===== src/logic/adr_decode_defines.svh =====
// Address map constants for the first-level address decoder
`ifndef ADR_DECODE_DEFINES_SVH
`define ADR_DECODE_DEFINES_SVH

// ****************************************************************
// Bank split: sixteen 256-Mbyte banks on the top four bits
// ****************************************************************
`define ADR_BANK_HI       31
`define ADR_BANK_LO       28
`define ADR_BANK_INTERNAL 4'h0
`define ADR_BANK_EXT_BASE 4'h1
`define ADR_EXT_COUNT     6
`define ADR_BANK_DRAM     4'h7
`define ADR_BANK_PERIPH   4'hF

// ****************************************************************
// Second level inside bank 0: 1-Mbyte areas
// ****************************************************************
`define ADR_AREA_HI       27
`define ADR_AREA_LO       20
`define ADR_AREA_BOOT     8'h00
`define ADR_AREA_ICPL     8'h01
`define ADR_AREA_DCPL     8'h02
`define ADR_AREA_SHARED   8'h03
`define ADR_AREA_ROM      8'h04
`define ADR_WIN_HI        19

// ****************************************************************
// SRAM partition sizes in bytes and split codes
// ****************************************************************
`define ADR_SIZE_NONE     17'h00000
`define ADR_SIZE_HALF     17'h08000
`define ADR_SIZE_FULL     17'h10000
`define ADR_SPLIT_SHARED  2'h0
`define ADR_SPLIT_DATA    2'h1
`define ADR_SPLIT_HALVES  2'h2

`endif


===== src/logic/adr_pkg.sv =====
// Types shared by the address decoder modules
package adr_pkg;

    // Transfer sequencer states
    typedef enum logic [2:0] {
        ADR_IDLE,
        ADR_WAIT,
        ADR_RESP,
        ADR_ERR1,
        ADR_ERR2
    } adr_state_e;

    // Physical SRAM offset within the 64-Kbyte array
    typedef logic [15:0] adr_offset_t;

endpackage : adr_pkg


===== src/logic/adr_sel_if.sv =====
// Target selection bundle between region decode and the sequencer
`timescale 1ns/1ps
interface adr_sel_if;
    import adr_pkg::*;
    logic [5:0]  extCs;      // One per external chip select
    logic        dram;       // Dedicated DRAM chip select
    logic        periph;     // Peripheral bridge
    logic        rom;        // Internal ROM
    logic        sram;       // Internal SRAM port
    logic        coupled;    // Hit on a coupled partition
    logic        abort;      // No target
    logic [19:0] winOffset;  // Offset inside the 1-Mbyte window
    adr_offset_t sramOffset; // Physical SRAM offset

    // Decoder drives, sequencer samples
    modport producer (output extCs, dram, periph, rom, sram, coupled,
                      abort, winOffset, sramOffset);
    modport consumer (input extCs, dram, periph, rom, sram, coupled,
                      abort, winOffset, sramOffset);
endinterface : adr_sel_if


===== src/logic/adr_sram_part.sv =====
// SRAM partition decode: windows, aliases and physical offsets
`timescale 1ns/1ps
`include "adr_decode_defines.svh"
module adr_sram_part
    import adr_pkg::*;
(
    input  wire logic [31:0] addr,
    input  wire logic        remapOn,
    input  wire logic [1:0]  split,
    output logic             hit,
    output logic             coupled,
    output adr_offset_t      offset
);
    logic [16:0] iSize;   // Instruction partition bytes
    logic [16:0] dSize;   // Data partition bytes
    logic [16:0] cSize;   // Shared partition bytes
    logic [7:0]  area;    // 1-Mbyte area inside bank 0
    logic [16:0] low;     // Low window bits, one spare for compare
    logic        inBank0; // Top bits select internal bank

    assign area    = addr[`ADR_AREA_HI:`ADR_AREA_LO];
    assign inBank0 = addr[`ADR_BANK_HI:`ADR_BANK_LO] == `ADR_BANK_INTERNAL;
    assign low     = {1'b0, addr[15:0]};

    // Three legal splits; an illegal code falls back to all-shared
    always_comb begin
        iSize = `ADR_SIZE_NONE;
        dSize = `ADR_SIZE_NONE;
        cSize = `ADR_SIZE_NONE;
        unique case (split)
            `ADR_SPLIT_DATA: begin
                dSize = `ADR_SIZE_FULL;
            end
            `ADR_SPLIT_HALVES: begin
                iSize = `ADR_SIZE_HALF;
                dSize = `ADR_SIZE_HALF;
            end
            default: begin
                cSize = `ADR_SIZE_FULL;
            end
        endcase
    end

    // Window hit; the upper window bits must be clear to stay in size
    always_comb begin
        hit     = 1'b0;
        coupled = 1'b0;
        offset  = addr[15:0];
        if (inBank0 && addr[`ADR_WIN_HI:16] == 4'h0) begin
            if (area == `ADR_AREA_ICPL) begin
                hit     = low < iSize;
                coupled = 1'b1;
            end else if (area == `ADR_AREA_DCPL) begin
                hit     = low < dSize;
                coupled = 1'b1;
                offset  = addr[15:0] + iSize[15:0];      // Data after instr
            end else if (area == `ADR_AREA_SHARED) begin
                hit     = low < cSize;
            end else if (area == `ADR_AREA_BOOT && remapOn) begin
                hit     = low < cSize;
            end
        end
    end
endmodule : adr_sram_part


===== src/logic/adr_region_decode.sv =====
// First-level bank decode and boot window steering
`timescale 1ns/1ps
`include "adr_decode_defines.svh"
module adr_region_decode
    import adr_pkg::*;
(
    input  wire logic [31:0] addr,
    input  wire logic        remapOn,
    input  wire logic        bootRom,
    input  wire logic        sramHit,
    input  wire logic        sramCoupled,
    input  wire adr_offset_t sramOffset,
    adr_sel_if.producer      sel
);
    logic [3:0] bank;  // Top four address bits
    logic [7:0] area;  // Second-level area in bank 0
    logic       boot0; // Access falls in the boot window
    logic       romIn; // ROM decoded by either base

    assign bank  = addr[`ADR_BANK_HI:`ADR_BANK_LO];
    assign area  = addr[`ADR_AREA_HI:`ADR_AREA_LO];
    assign boot0 = bank == `ADR_BANK_INTERNAL && area == `ADR_AREA_BOOT;
    // ROM always at its base; at zero only before remap
    assign romIn = (bank == `ADR_BANK_INTERNAL && area == `ADR_AREA_ROM)
                 || (boot0 && !remapOn && bootRom);

    // One chip select per external bank, in bank order
    genvar i;
    generate
        for (i = 0; i < `ADR_EXT_COUNT; i++) begin : g_ext
            // Low boot level puts chip select zero at address zero
            if (i == 0) begin : g_cs0
                assign sel.extCs[i] = bank == `ADR_BANK_EXT_BASE
                    || (boot0 && !remapOn && !bootRom);
            end else begin : g_csn
                assign sel.extCs[i] =
                    bank == `ADR_BANK_EXT_BASE + 4'(i);
            end
        end
    endgenerate

    assign sel.dram       = bank == `ADR_BANK_DRAM;
    assign sel.periph     = bank == `ADR_BANK_PERIPH;
    assign sel.rom        = romIn;
    assign sel.sram       = sramHit;
    assign sel.coupled    = sramHit && sramCoupled;
    assign sel.winOffset  = addr[`ADR_WIN_HI:0];
    assign sel.sramOffset = sramOffset;
    // Nothing claimed it: unused bank or empty internal area
    assign sel.abort = !(|sel.extCs || sel.dram || sel.periph
                         || romIn || sramHit);
endmodule : adr_region_decode


===== src/logic/adr_decoder_top.sv =====
// Bus matrix first-level decoder with boot selection and remap
//
// What this block does
// - Top four bits pick sixteen 256-Mbyte banks
// - Banks one to six drive chip selects 0-5
// - Bank seven drives the DRAM chip select
// - Bank zero holds internal memories, 1-Mbyte areas
// - Bank fifteen reaches the peripheral bridge
// - Unassigned space reaches no target, aborts
// - SRAM is four 16-Kbyte blocks, one port
// - Before remap SRAM only at partition bases
// - After remap shared SRAM also decoded at zero
// - Wait bit adds one coupled-access wait state
// - Three selectable SRAM splits
// - Partitions at 0x100000, 0x200000, 0x300000
// - After remap shared partition also at zero
// - ROM always decoded at 0x00400000
// - High boot level maps ROM at zero
// - Boot level caught at reset; zero window reserved
// - Low boot level maps chip select zero
// - Every memory always reachable at own base
// - Boot memory in place from first fetch
// - External boot: byte-select, 16-bit, strobes by select
`timescale 1ns/1ps
`include "adr_decode_defines.svh"
module adr_decoder_top
    import adr_pkg::*;
(
    input  wire logic        mclk,
    input  wire logic        rst,
    input  wire logic        clkEn,
    input  wire logic        bootSelectPin,
    input  wire logic        remapCmd,
    input  wire logic        coupledMemWaitStateBit,
    input  wire logic [1:0]  sramSplit,
    input  wire logic        reqValid,
    input  wire logic [31:0] reqAddr,
    output logic             reqReady,
    output logic             respValid,
    output logic             respError,
    output logic [5:0]       extChipSelect,
    output logic             dramChipSelect,
    output logic             periphSelect,
    output logic             romSelect,
    output logic             sramSelect,
    output logic [19:0]      targetOffset,
    output logic [15:0]      sramOffset,
    output logic             remapActive,
    output logic             bootFromRom,
    output logic             smcByteSelect,
    output logic             smcBus16,
    output logic             smcStrobeByCs
);
    // ************************************************************
    // Declarations
    // ************************************************************
    // Boot and remap
    logic        bootSync1_reg;     // First synchroniser stage
    logic        bootSync2_reg;     // Second synchroniser stage
    logic        bootCaught_reg;    // Boot level has been latched
    logic        bootLevel_reg;     // Latched boot level
    logic        remap_reg;         // Remap has been commanded

    // Sequencer
    adr_state_e  state_reg;         // Sequencer state
    adr_state_e  state_next;        // Sequencer next state
    logic        take;              // Request accepted this cycle
    logic        sramHit;           // SRAM window hit
    logic        sramCpl;           // Address in a coupled partition window, hit or not
    adr_offset_t sramOff;           // Physical SRAM offset

    // Output flops
    logic        reqReady_reg;      // Ready to accept
    logic        respValid_reg;     // Completion strobe
    logic        respError_reg;     // Error response level
    logic [5:0]  extCs_reg;         // External chip selects
    logic        dramCs_reg;        // DRAM chip select
    logic        periph_reg;        // Peripheral bridge select
    logic        rom_reg;           // ROM select
    logic        sram_reg;          // SRAM port select
    logic [19:0] winOff_reg;        // Window offset
    logic [15:0] sramOff_reg;       // SRAM physical offset
    logic        smcMode_reg;       // External boot defaults applied

    adr_sel_if sel ();              // Decoder result bundle

    // ************************************************************
    // Decode stages
    // ************************************************************
    // Pure logic, flopped on accept
    // SRAM partitions; aliases only add, bases never move
    adr_sram_part u_sram (
        .addr    (reqAddr),
        .remapOn (remap_reg),
        .split   (sramSplit),
        .hit     (sramHit),
        .coupled (sramCpl),
        .offset  (sramOff)
    );

    // Bank level plus boot-window steering
    adr_region_decode u_region (
        .addr        (reqAddr),
        .remapOn     (remap_reg),
        .bootRom     (bootLevel_reg),
        .sramHit     (sramHit),
        .sramCoupled (sramCpl),
        .sramOffset  (sramOff),
        .sel         (sel.producer)
    );

    // ************************************************************
    // Boot level capture
    // ************************************************************
    // Pin is asynchronous: two flops, only the second stage reads the first
    // No reset: chain runs during reset
    always_ff @(posedge mclk) begin
        if (clkEn) begin
            bootSync1_reg <= bootSelectPin;
            bootSync2_reg <= bootSync1_reg;
        end
    end

    // Latched once just after reset release, then frozen
    // Held through the whole run so a pin change has no effect
    always_ff @(posedge mclk) begin
        if (rst) begin
            bootCaught_reg <= 1'b0;
            bootLevel_reg  <= 1'b0;
        end else if (clkEn && !bootCaught_reg) begin
            bootCaught_reg <= 1'b1;
            bootLevel_reg  <= bootSync2_reg;
        end
    end

    // Static controller boot defaults follow a low boot level
    // Fixed until reset; software reprograms the controller itself
    always_ff @(posedge mclk) begin
        if (rst) begin
            smcMode_reg <= 1'b0;
        end else if (clkEn && !bootCaught_reg) begin
            smcMode_reg <= !bootSync2_reg;
        end
    end

    // ************************************************************
    // Remap state
    // ************************************************************
    // Sticky: only reset clears it, a second command is harmless
    // Software is trusted to issue it only once booted
    // Dropped while frozen
    always_ff @(posedge mclk) begin
        if (rst) begin
            remap_reg <= 1'b0;
        end else if (clkEn && remapCmd && bootCaught_reg) begin
            remap_reg <= 1'b1;
        end
    end

    // ************************************************************
    // Transfer sequencer
    // ************************************************************
    // No request is taken before the boot level is known, so the
    // very first fetch at zero already sees the boot memory
    assign take = reqValid && reqReady_reg;

    // Next state from decode outcome
    // Abort skips any wait state
    always_comb begin
        state_next = state_reg;
        unique case (state_reg)
            ADR_IDLE: begin
                if (take) begin
                    if (sel.abort) begin
                        state_next = ADR_ERR1;
                    end else if (sel.coupled
                                 && coupledMemWaitStateBit) begin
                        state_next = ADR_WAIT;
                    end else begin
                        state_next = ADR_RESP;
                    end
                end
            end
            ADR_WAIT: begin
                state_next = ADR_RESP;                  // One extra cycle
            end
            ADR_RESP: begin
                state_next = ADR_IDLE;
            end
            ADR_ERR1: begin
                state_next = ADR_ERR2;
            end
            ADR_ERR2: begin
                state_next = ADR_IDLE;
            end
        endcase
    end

    // State register
    always_ff @(posedge mclk) begin
        if (rst) begin
            state_reg <= ADR_IDLE;
        end else if (clkEn) begin
            state_reg <= state_next;
        end
    end

    // Ready only in idle with the boot level known
    // reqReady is the only refusal sign
    always_ff @(posedge mclk) begin
        if (rst) begin
            reqReady_reg <= 1'b0;
        end else if (clkEn) begin
            reqReady_reg <= bootCaught_reg
                            && state_next == ADR_IDLE;
        end
    end

    // Completion and error strobes
    // Error stands two cycles; completion rises on the second
    always_ff @(posedge mclk) begin
        if (rst) begin
            respValid_reg <= 1'b0;
            respError_reg <= 1'b0;
        end else if (clkEn) begin
            respValid_reg <= state_next == ADR_RESP
                             || state_next == ADR_ERR2;
            respError_reg <= state_next == ADR_ERR1
                             || state_next == ADR_ERR2;
        end
    end

    // ************************************************************
    // Target selects
    // ************************************************************
    // Loaded on accept, held to the end of the response, dropped
    // in idle; an abort loads nothing so no target ever sees it
    always_ff @(posedge mclk) begin
        if (rst) begin
            extCs_reg  <= 6'h00;
            dramCs_reg <= 1'b0;
            periph_reg <= 1'b0;
            rom_reg    <= 1'b0;
            sram_reg   <= 1'b0;
        end else if (clkEn) begin
            if (take && !sel.abort) begin
                extCs_reg  <= sel.extCs;
                dramCs_reg <= sel.dram;
                periph_reg <= sel.periph;
                rom_reg    <= sel.rom;
                sram_reg   <= sel.sram;
            end else if (state_next == ADR_IDLE
                         || state_next == ADR_ERR1) begin
                extCs_reg  <= 6'h00;
                dramCs_reg <= 1'b0;
                periph_reg <= 1'b0;
                rom_reg    <= 1'b0;
                sram_reg   <= 1'b0;
            end
        end
    end

    // Offsets load on every accept, aborts too; unchanged between accesses
    always_ff @(posedge mclk) begin
        if (rst) begin
            winOff_reg  <= 20'h00000;
            sramOff_reg <= 16'h0000;
        end else if (clkEn && take) begin
            winOff_reg  <= sel.winOffset;
            sramOff_reg <= sel.sramOffset;
        end
    end

    // ************************************************************
    // Outputs, all straight from flops
    // ************************************************************
    // Handshake
    assign reqReady       = reqReady_reg;
    assign respValid      = respValid_reg;
    assign respError      = respError_reg;

    // Selects and offsets
    assign extChipSelect  = extCs_reg;
    assign dramChipSelect = dramCs_reg;
    assign periphSelect   = periph_reg;
    assign romSelect      = rom_reg;
    assign sramSelect     = sram_reg;
    assign targetOffset   = winOff_reg;
    assign sramOffset     = sramOff_reg;

    // Status
    assign remapActive    = remap_reg;
    assign bootFromRom    = bootLevel_reg;

    // One flop, three defaults
    assign smcByteSelect  = smcMode_reg;
    assign smcBus16       = smcMode_reg;
    assign smcStrobeByCs  = smcMode_reg;
endmodule : adr_decoder_top


===== config.mk =====
export PLATFORM = sky130hd
export DESIGN_NAME = adr_decoder_top
export DESIGN_NICKNAME = d
export VERILOG_FILES = /design/src/logic/adr_pkg.sv /design/src/logic/adr_sel_if.sv /design/src/logic/adr_sram_part.sv /design/src/logic/adr_region_decode.sv /design/src/logic/adr_decoder_top.sv
export VERILOG_INCLUDE_DIRS = /design/src /design/src/logic
export SDC_FILE = /design/constraint.sdc
export NUM_CORES = 1
export LEC_CHECK = 0
export ABC_AREA = 1
export BUFFER_PORTS_ARGS = -buffer_cell sky130_fd_sc_hd__buf_2
export CAP_MARGIN = 5
export CORE_MARGIN = 10
export CORE_UTILIZATION = 25
export DETAILED_ROUTE_END_ITERATION = 10
export PLACE_DENSITY = 0.51
export SYNTH_ARGS = -nofsm -noshare
export SYNTH_HDL_FRONTEND = slang
export SYNTH_SLANG_ARGS = --single-unit

===== constraint.sdc =====
create_clock -name mclk -period 4.4 [get_ports mclk]
set_input_delay 0.22 -clock mclk [delete_from_list [all_inputs] [get_ports mclk]]
set_output_delay 0.22 -clock mclk [all_outputs]
set_load 0.01 [all_outputs]

======== Word level (Yosys, flattened, before mapping) ========
Index checks and enable logic that the tools add are counted.
cells by class
  multiplexer cells ....................... 25
  $add $sub $neg .......................... 1
  reductions and logical operators ........ 39
  magnitude comparators ................... 3
  equal/unequal tests ..................... 21
operators by type and width
  operator                                                               count
  16-bit 2-to-1 mux                                                      4
  16-bit by 17-bit < comparator with 1-bit output                        2
  17-bit case mux with 2 select lines                                    1
  17-bit 2-to-1 mux                                                      1
  16-bit adder                                                           1
  4-bit by 3-bit equality test with 1-bit output, second input constant  4
  8-bit by 2-bit equality test with 1-bit output, second input constant  2
  1-bit logical AND                                                      16
  16-bit < comparator                                                    1
  1-bit 2-to-1 mux                                                       13
  3-bit by 2-bit equality test with 1-bit output, second input constant  4
  6-bit 2-to-1 mux                                                       2
  3-bit case mux with 4 select lines                                     1
  1-bit logical OR                                                       9
  4-bit by 2-bit equality test with 1-bit output, second input constant  2
  8-bit by 1-bit equality test with 1-bit output, second input constant  1
  8-bit by 3-bit equality test with 1-bit output, second input constant  1
  4-bit logical NOT                                                      2
  8-bit logical NOT                                                      1
  3-bit equality test, second input constant                             2
  3-bit logical NOT                                                      2
  6-bit OR reduction                                                     1
  4-bit by 1-bit equality test with 1-bit output, second input constant  1
  4-bit equality test, second input constant                             1
  other kinds (9)                                                        14
storage, ports and cells
  bits of input ports ..................... 41
  output and inout port bits .............. 54
  bits in registers ....................... 58

======== Depth between registers and ports, before layout ========
  word-level depth ........................ 19
  gate-level depth with buffers ........... 18
  mapped depth without buffers ............ 17

======== Modules after synthesis ========
From an unflattened synthesis, not the netlist that was laid out.
second synthesis, totals
  cell total of the unflattened synthesis .. 474
  area, all modules ....................... 3301.9 µm²
modules (own cells, without submodules)
  module             area each (µm²)  sequential area each (µm²)  times used  cells an instance
  adr_decoder_top    2441.1           1181.1                      1           325
  adr_region_decode  476.7            0.0                         1           82
  adr_sram_part      384.1            0.0                         1           67

======== Worst setup path before layout ========
Ideal clock, no wire load.
  path kind ............................... input -> register
  start point ............................. in sramSplit[0]
  end point ............................... reg dramCs_reg, in the netlist dramChipSelect
  stages .................................. 14
  path slack .............................. 2.625 ns
  library setup time ...................... 0.115 ns
  buffers on the path ..................... 1
  arrival time ............................ 1.660 ns
  required time ........................... 4.285 ns
  cell sequence ........................... inv_1 > ha_1 > ha_1 > nor3_2 > nor2_4 > nand4_1 > nand2_1 > a21oi_2 > nand2_4 > nand3_4 > buf_6 > nand3_1 > nand2_1 > nor2_1
on the way
  longest elaborated chain between the ends .. 19
RTL lines
  what                                                                                          line                                            text
  start, declared                                                                               adr_decoder_top.sv:35                           input wire logic [1:0] sramSplit,
  2-bit by 1-bit equality test with 1-bit output / 2-bit equality test (equally long branches)  adr_sram_part.sv:30                             unique case (split)
  2-bit OR reduction (no source line)                                                           --
  17-bit 2-to-1 mux                                                                             adr_sram_part.sv:30
  16-bit by 17-bit < comparator with 1-bit output                                               adr_sram_part.sv:58, adr_sram_part.sv:60
  1-bit 2-to-1 mux                                                                              adr_sram_part.sv:59                             end else if (area == `ADR_AREA_BOOT && remapOn) begin
  1-bit 2-to-1 mux                                                                              adr_sram_part.sv:57                             end else if (area == `ADR_AREA_SHARED) begin
  1-bit 2-to-1 mux                                                                              adr_sram_part.sv:53                             end else if (area == `ADR_AREA_DCPL) begin
  1-bit 2-to-1 mux *                                                                            adr_sram_part.sv:50                             if (area == `ADR_AREA_ICPL) begin
  (+3 left out)                                                                                 --
  2-bit 2-to-1 mux                                                                              adr_decoder_top.sv:176                          end else if (sel.coupled
  2-bit 2-to-1 mux                                                                              adr_decoder_top.sv:174                          if (sel.abort) begin
  3-bit 2-to-1 mux                                                                              adr_decoder_top.sv:173                          if (take) begin
  3-bit case mux with 4 select lines                                                            adr_decoder_top.sv:171                          unique case (state_reg)
  3-bit by 2-bit equality test with 1-bit output / 3-bit logical NOT (equally long branches)    adr_decoder_top.sv:253, adr_decoder_top.sv:252
  1-bit logical OR                                                                              adr_decoder_top.sv:253                          || state_next == ADR_ERR1) begin
  2-bit nonzero test (no source line)                                                           --
  2-bit AND reduction (no source line)                                                          --
  end signal, assigned                                                                          adr_decoder_top.sv:248                          dramCs_reg <= sel.dram;
  end, declared                                                                                 adr_decoder_top.sv:77                           logic dramCs_reg;
Every way passes the cells marked *; elsewhere a longest branch is shown, timed or not.
A chain may end at the register's enable or synchronous reset.

======== Final worst setup path ========
  start point ............................. reg state_reg[2]
  end point ............................... reg sram_reg, in the netlist sramSelect
on the way
  longest elaborated chain between the ends .. 7
RTL lines
  what                                                                                          line                                            text
  start, declared                                                                               adr_decoder_top.sv:65                           adr_state_e state_reg;
  start signal, assigned                                                                        adr_decoder_top.sv:204                          state_reg <= state_next;
  3-bit equality test / 3-bit by 2-bit equality test with 1-bit output (equally long branches)  adr_decoder_top.sv:171
  2-bit OR reduction (no source line)                                                           --
  3-bit case mux with 4 select lines *                                                          adr_decoder_top.sv:171
  3-bit by 2-bit equality test with 1-bit output / 3-bit logical NOT (equally long branches)    adr_decoder_top.sv:253, adr_decoder_top.sv:252
  1-bit logical OR *                                                                            adr_decoder_top.sv:253
  2-bit nonzero test (no source line) *                                                         --
  2-bit AND reduction (no source line) *                                                        --
  end signal, assigned                                                                          adr_decoder_top.sv:251                          sram_reg <= sel.sram;
  end, declared                                                                                 adr_decoder_top.sv:80                           logic sram_reg;
Marks and branches as above.

==> metrics <==
status=completed; commonest non-fill, non-tap cell in the layout=buf_2; Power per Cell Area=308 nW/um^2; Post-CTS Setup Bufs=0; maxcap violations=0; commonest non-fill, non-tap cells in the layout=buf_2 (94), nor2_1 (60), dfxtp_1 (41), nand2_1 (35), inv_1 (30); vias=2161; crit path cell chain=inv_2 > nand3_2 > nand2_1 > a21oi_1 > inv_1 > a21oi_1 > nand2_1 > a21oi_2 > nand2_4 > nand3_4 > nand2_1 > nand2_1 > a21oi_1; Hold Buf Count CTS=0; Crit Path Max Fanout=13; Warnings, synthesis=0; fillers=979; Worst VDD drop=0.000142 V; initial core utilization=26.0%; post-CTS sizing=0; CTS root buf=clkbuf_8; Seq. cell area=881 um^2; CTS buffer count=5; post-route antenna net violation count=0; CP max stage cell=dfxtp_1; layout cells sized above 1=35.4%; CTS tree=yes; share of the synthesized area in the top cell type=35.7%; core footprint=8850 um^2; Max-slew headroom=47.3%; Synth Register Bits=43; htree depth=2; Port Buffers=94; nets@finish=428; routed vias/inst=4.39; Static Leak=1.48 nW; gr usage total=9.53%; top cells by area, synth=dfxtp_1 (36%), nor2_1 (9.8%), buf_4 (5.9%); vias in the first global route=2165; synthesized area=2300 um^2; die area=13400 um^2; Final period util=43.8%; max-slew violations=0; Final setup viols=0; DR iter-0 viols=53; delay-heaviest family, CP=simple AND/OR/NAND/NOR gates; crit path capture type=register; drt total wl=6310 um; Clock transition at path regs=0.09 ns; FP Rows=34; Synth Instances=310; TNS Setup=0 ns; first-pass GRT wire length=10200 um; Die Y=116 um; cell taking the most area after synthesis=dfxtp_1; I/O Pins=95; GRT Residual Overflow=0; kind of critical path=register to register; Multi-input gate area=1100 um^2; asr flop ratio synth=0%; final worst path period need=1.93 ns; Slowest Stage Delay on Critical Path=0.41 ns; max reg flops=20; mean area per synthesized cell=7.42 um^2; library cells used by synthesis=31; register area share after synthesis=38.3%; Worst Max-Slew Pin Slew=0.789 ns; area grow syn2layout=23.1%; antenna violations before repair=0; First-pass DRT Iterations=4; diode count=0; Post-synth EDFFs=2; Synthesized Nets=355; RD Place Congestion=0.770; dpl cells=484; worst min path class=primary input to register; WP data required=4.58 ns; Max Buffers Root-to-Sink=2; Hold Violations, Final=0; most used cell, CP=nand2_1; clock latency on the worst-skew pair=0.30 ns; Post-Layout Cell Count=492; HPWL after DPL=5010 um; Final Skew=0.0101 ns; RSZ-0062 raised after global routing=no; chip width=116 um; per-cell routed wire length=12.8 um; Fmax achieved=0.519 GHz; Startpoint Class=register; worst path bufs/invs=2; Most used DFF post-synth=dfxtp_1; crit path DAT=2.11 ns; residual DRC count=0; CTS sink count=43; largest net degree at the start of global routing=32; Final Core Density=32.0%
-- report_power, final --
part           leakage (nW)  total [W]  switching, W  internal, W
combinational          1.07   0.000145     0.0000877    0.0000568
clock                0.0600   0.000306      0.000142     0.000164
sequential            0.353   0.000420     0.0000107     0.000410
total                  1.48   0.000871      0.000241     0.000630
-- final timing paths --
| path | end | slack (ns) | from | depth (start not counted) |
|---|---|---|---|---|
| setup / recovery | sramSelect | 2.47 | state_reg[2] | 13 |
| setup reg to reg | sramSelect | 2.47 | state_reg[2] | 13 |
| hold / removal | bootSync1_reg | 0.1 | bootSelectPin | 1 |
| hold reg to reg | bootSync2_reg | 0.44 | bootSync1_reg | 0 |
-- Yosys cell counts (3+ instances only) --
cell type   n
buf_4      18
nand2_4     3
nor2_2      4
buf_6       3
nor2_4      6
a21oi_1    22
inv_2       3
dfxtp_1    41
ha_1        4
a21oi_2     3
nand2_1    35
nand2_2     4
clkbuf_1    8
nand3_1    17
nor3_1      3
nand3_2     6
inv_1      30
o21ai_0    23
nor2_1     60
-- worst register-to-register path: cells and delay by family (launching register included) --
family                 cells  cell delay (ns)
flip-flops                 1             0.41
AO/OA/AOI/OAI              4             0.57
AND/OR/NAND/NOR            7             0.70
buffers and inverters      2             0.13
-- cell type report --
class / count / area share [%]
Clock buffer: 7 / 3.80
Clock inverter: 1 / 0.309
Inverter: 33 / 4.37
Multi-Input combinational cell: 205 / 38.8
Sequential cell: 43 / 31.1
Tap cell: 108 / 4.77
Timing Repair Buffer: 95 / 16.9
-- cells by family after synthesis --
family | count (synthesis) | synth area share, %
simple gates | 145 | 31.9
fa+ha+maj | 4 | 2.18
compound gates | 56 | 13.6
flops | 43 | 38.3
buf+inv | 62 | 14.0
-- routing by layer --
metal | global-route usage, % | vias to the layer above | routed length, um
li1 | - | 1124 | -
met4 | 3.25 | 0 | 59
met3 | 5.06 | 4 | 730
met2 | 14.0 | 77 | 2600
met1 | 11.6 | 956 | 2920
met5 | 0 | - | 0
-- metrics by stage --
step	hold slack [ns]	worst slack, ns	area (um^2)	total power (W)
after floorplan	0.319	2.63	2300	0.000530
after global placement	0.401	2.26	2720	0.000576
after detailed placement	0.403	2.23	2720	0.000577
after CTS	0.0923	2.46	2830	0.000891
after global routing	0.0823	2.14	2830	0.000929
final	0.0969	2.47	2830	0.000871
No activity file was read; power rests on OpenSTA's default activity.
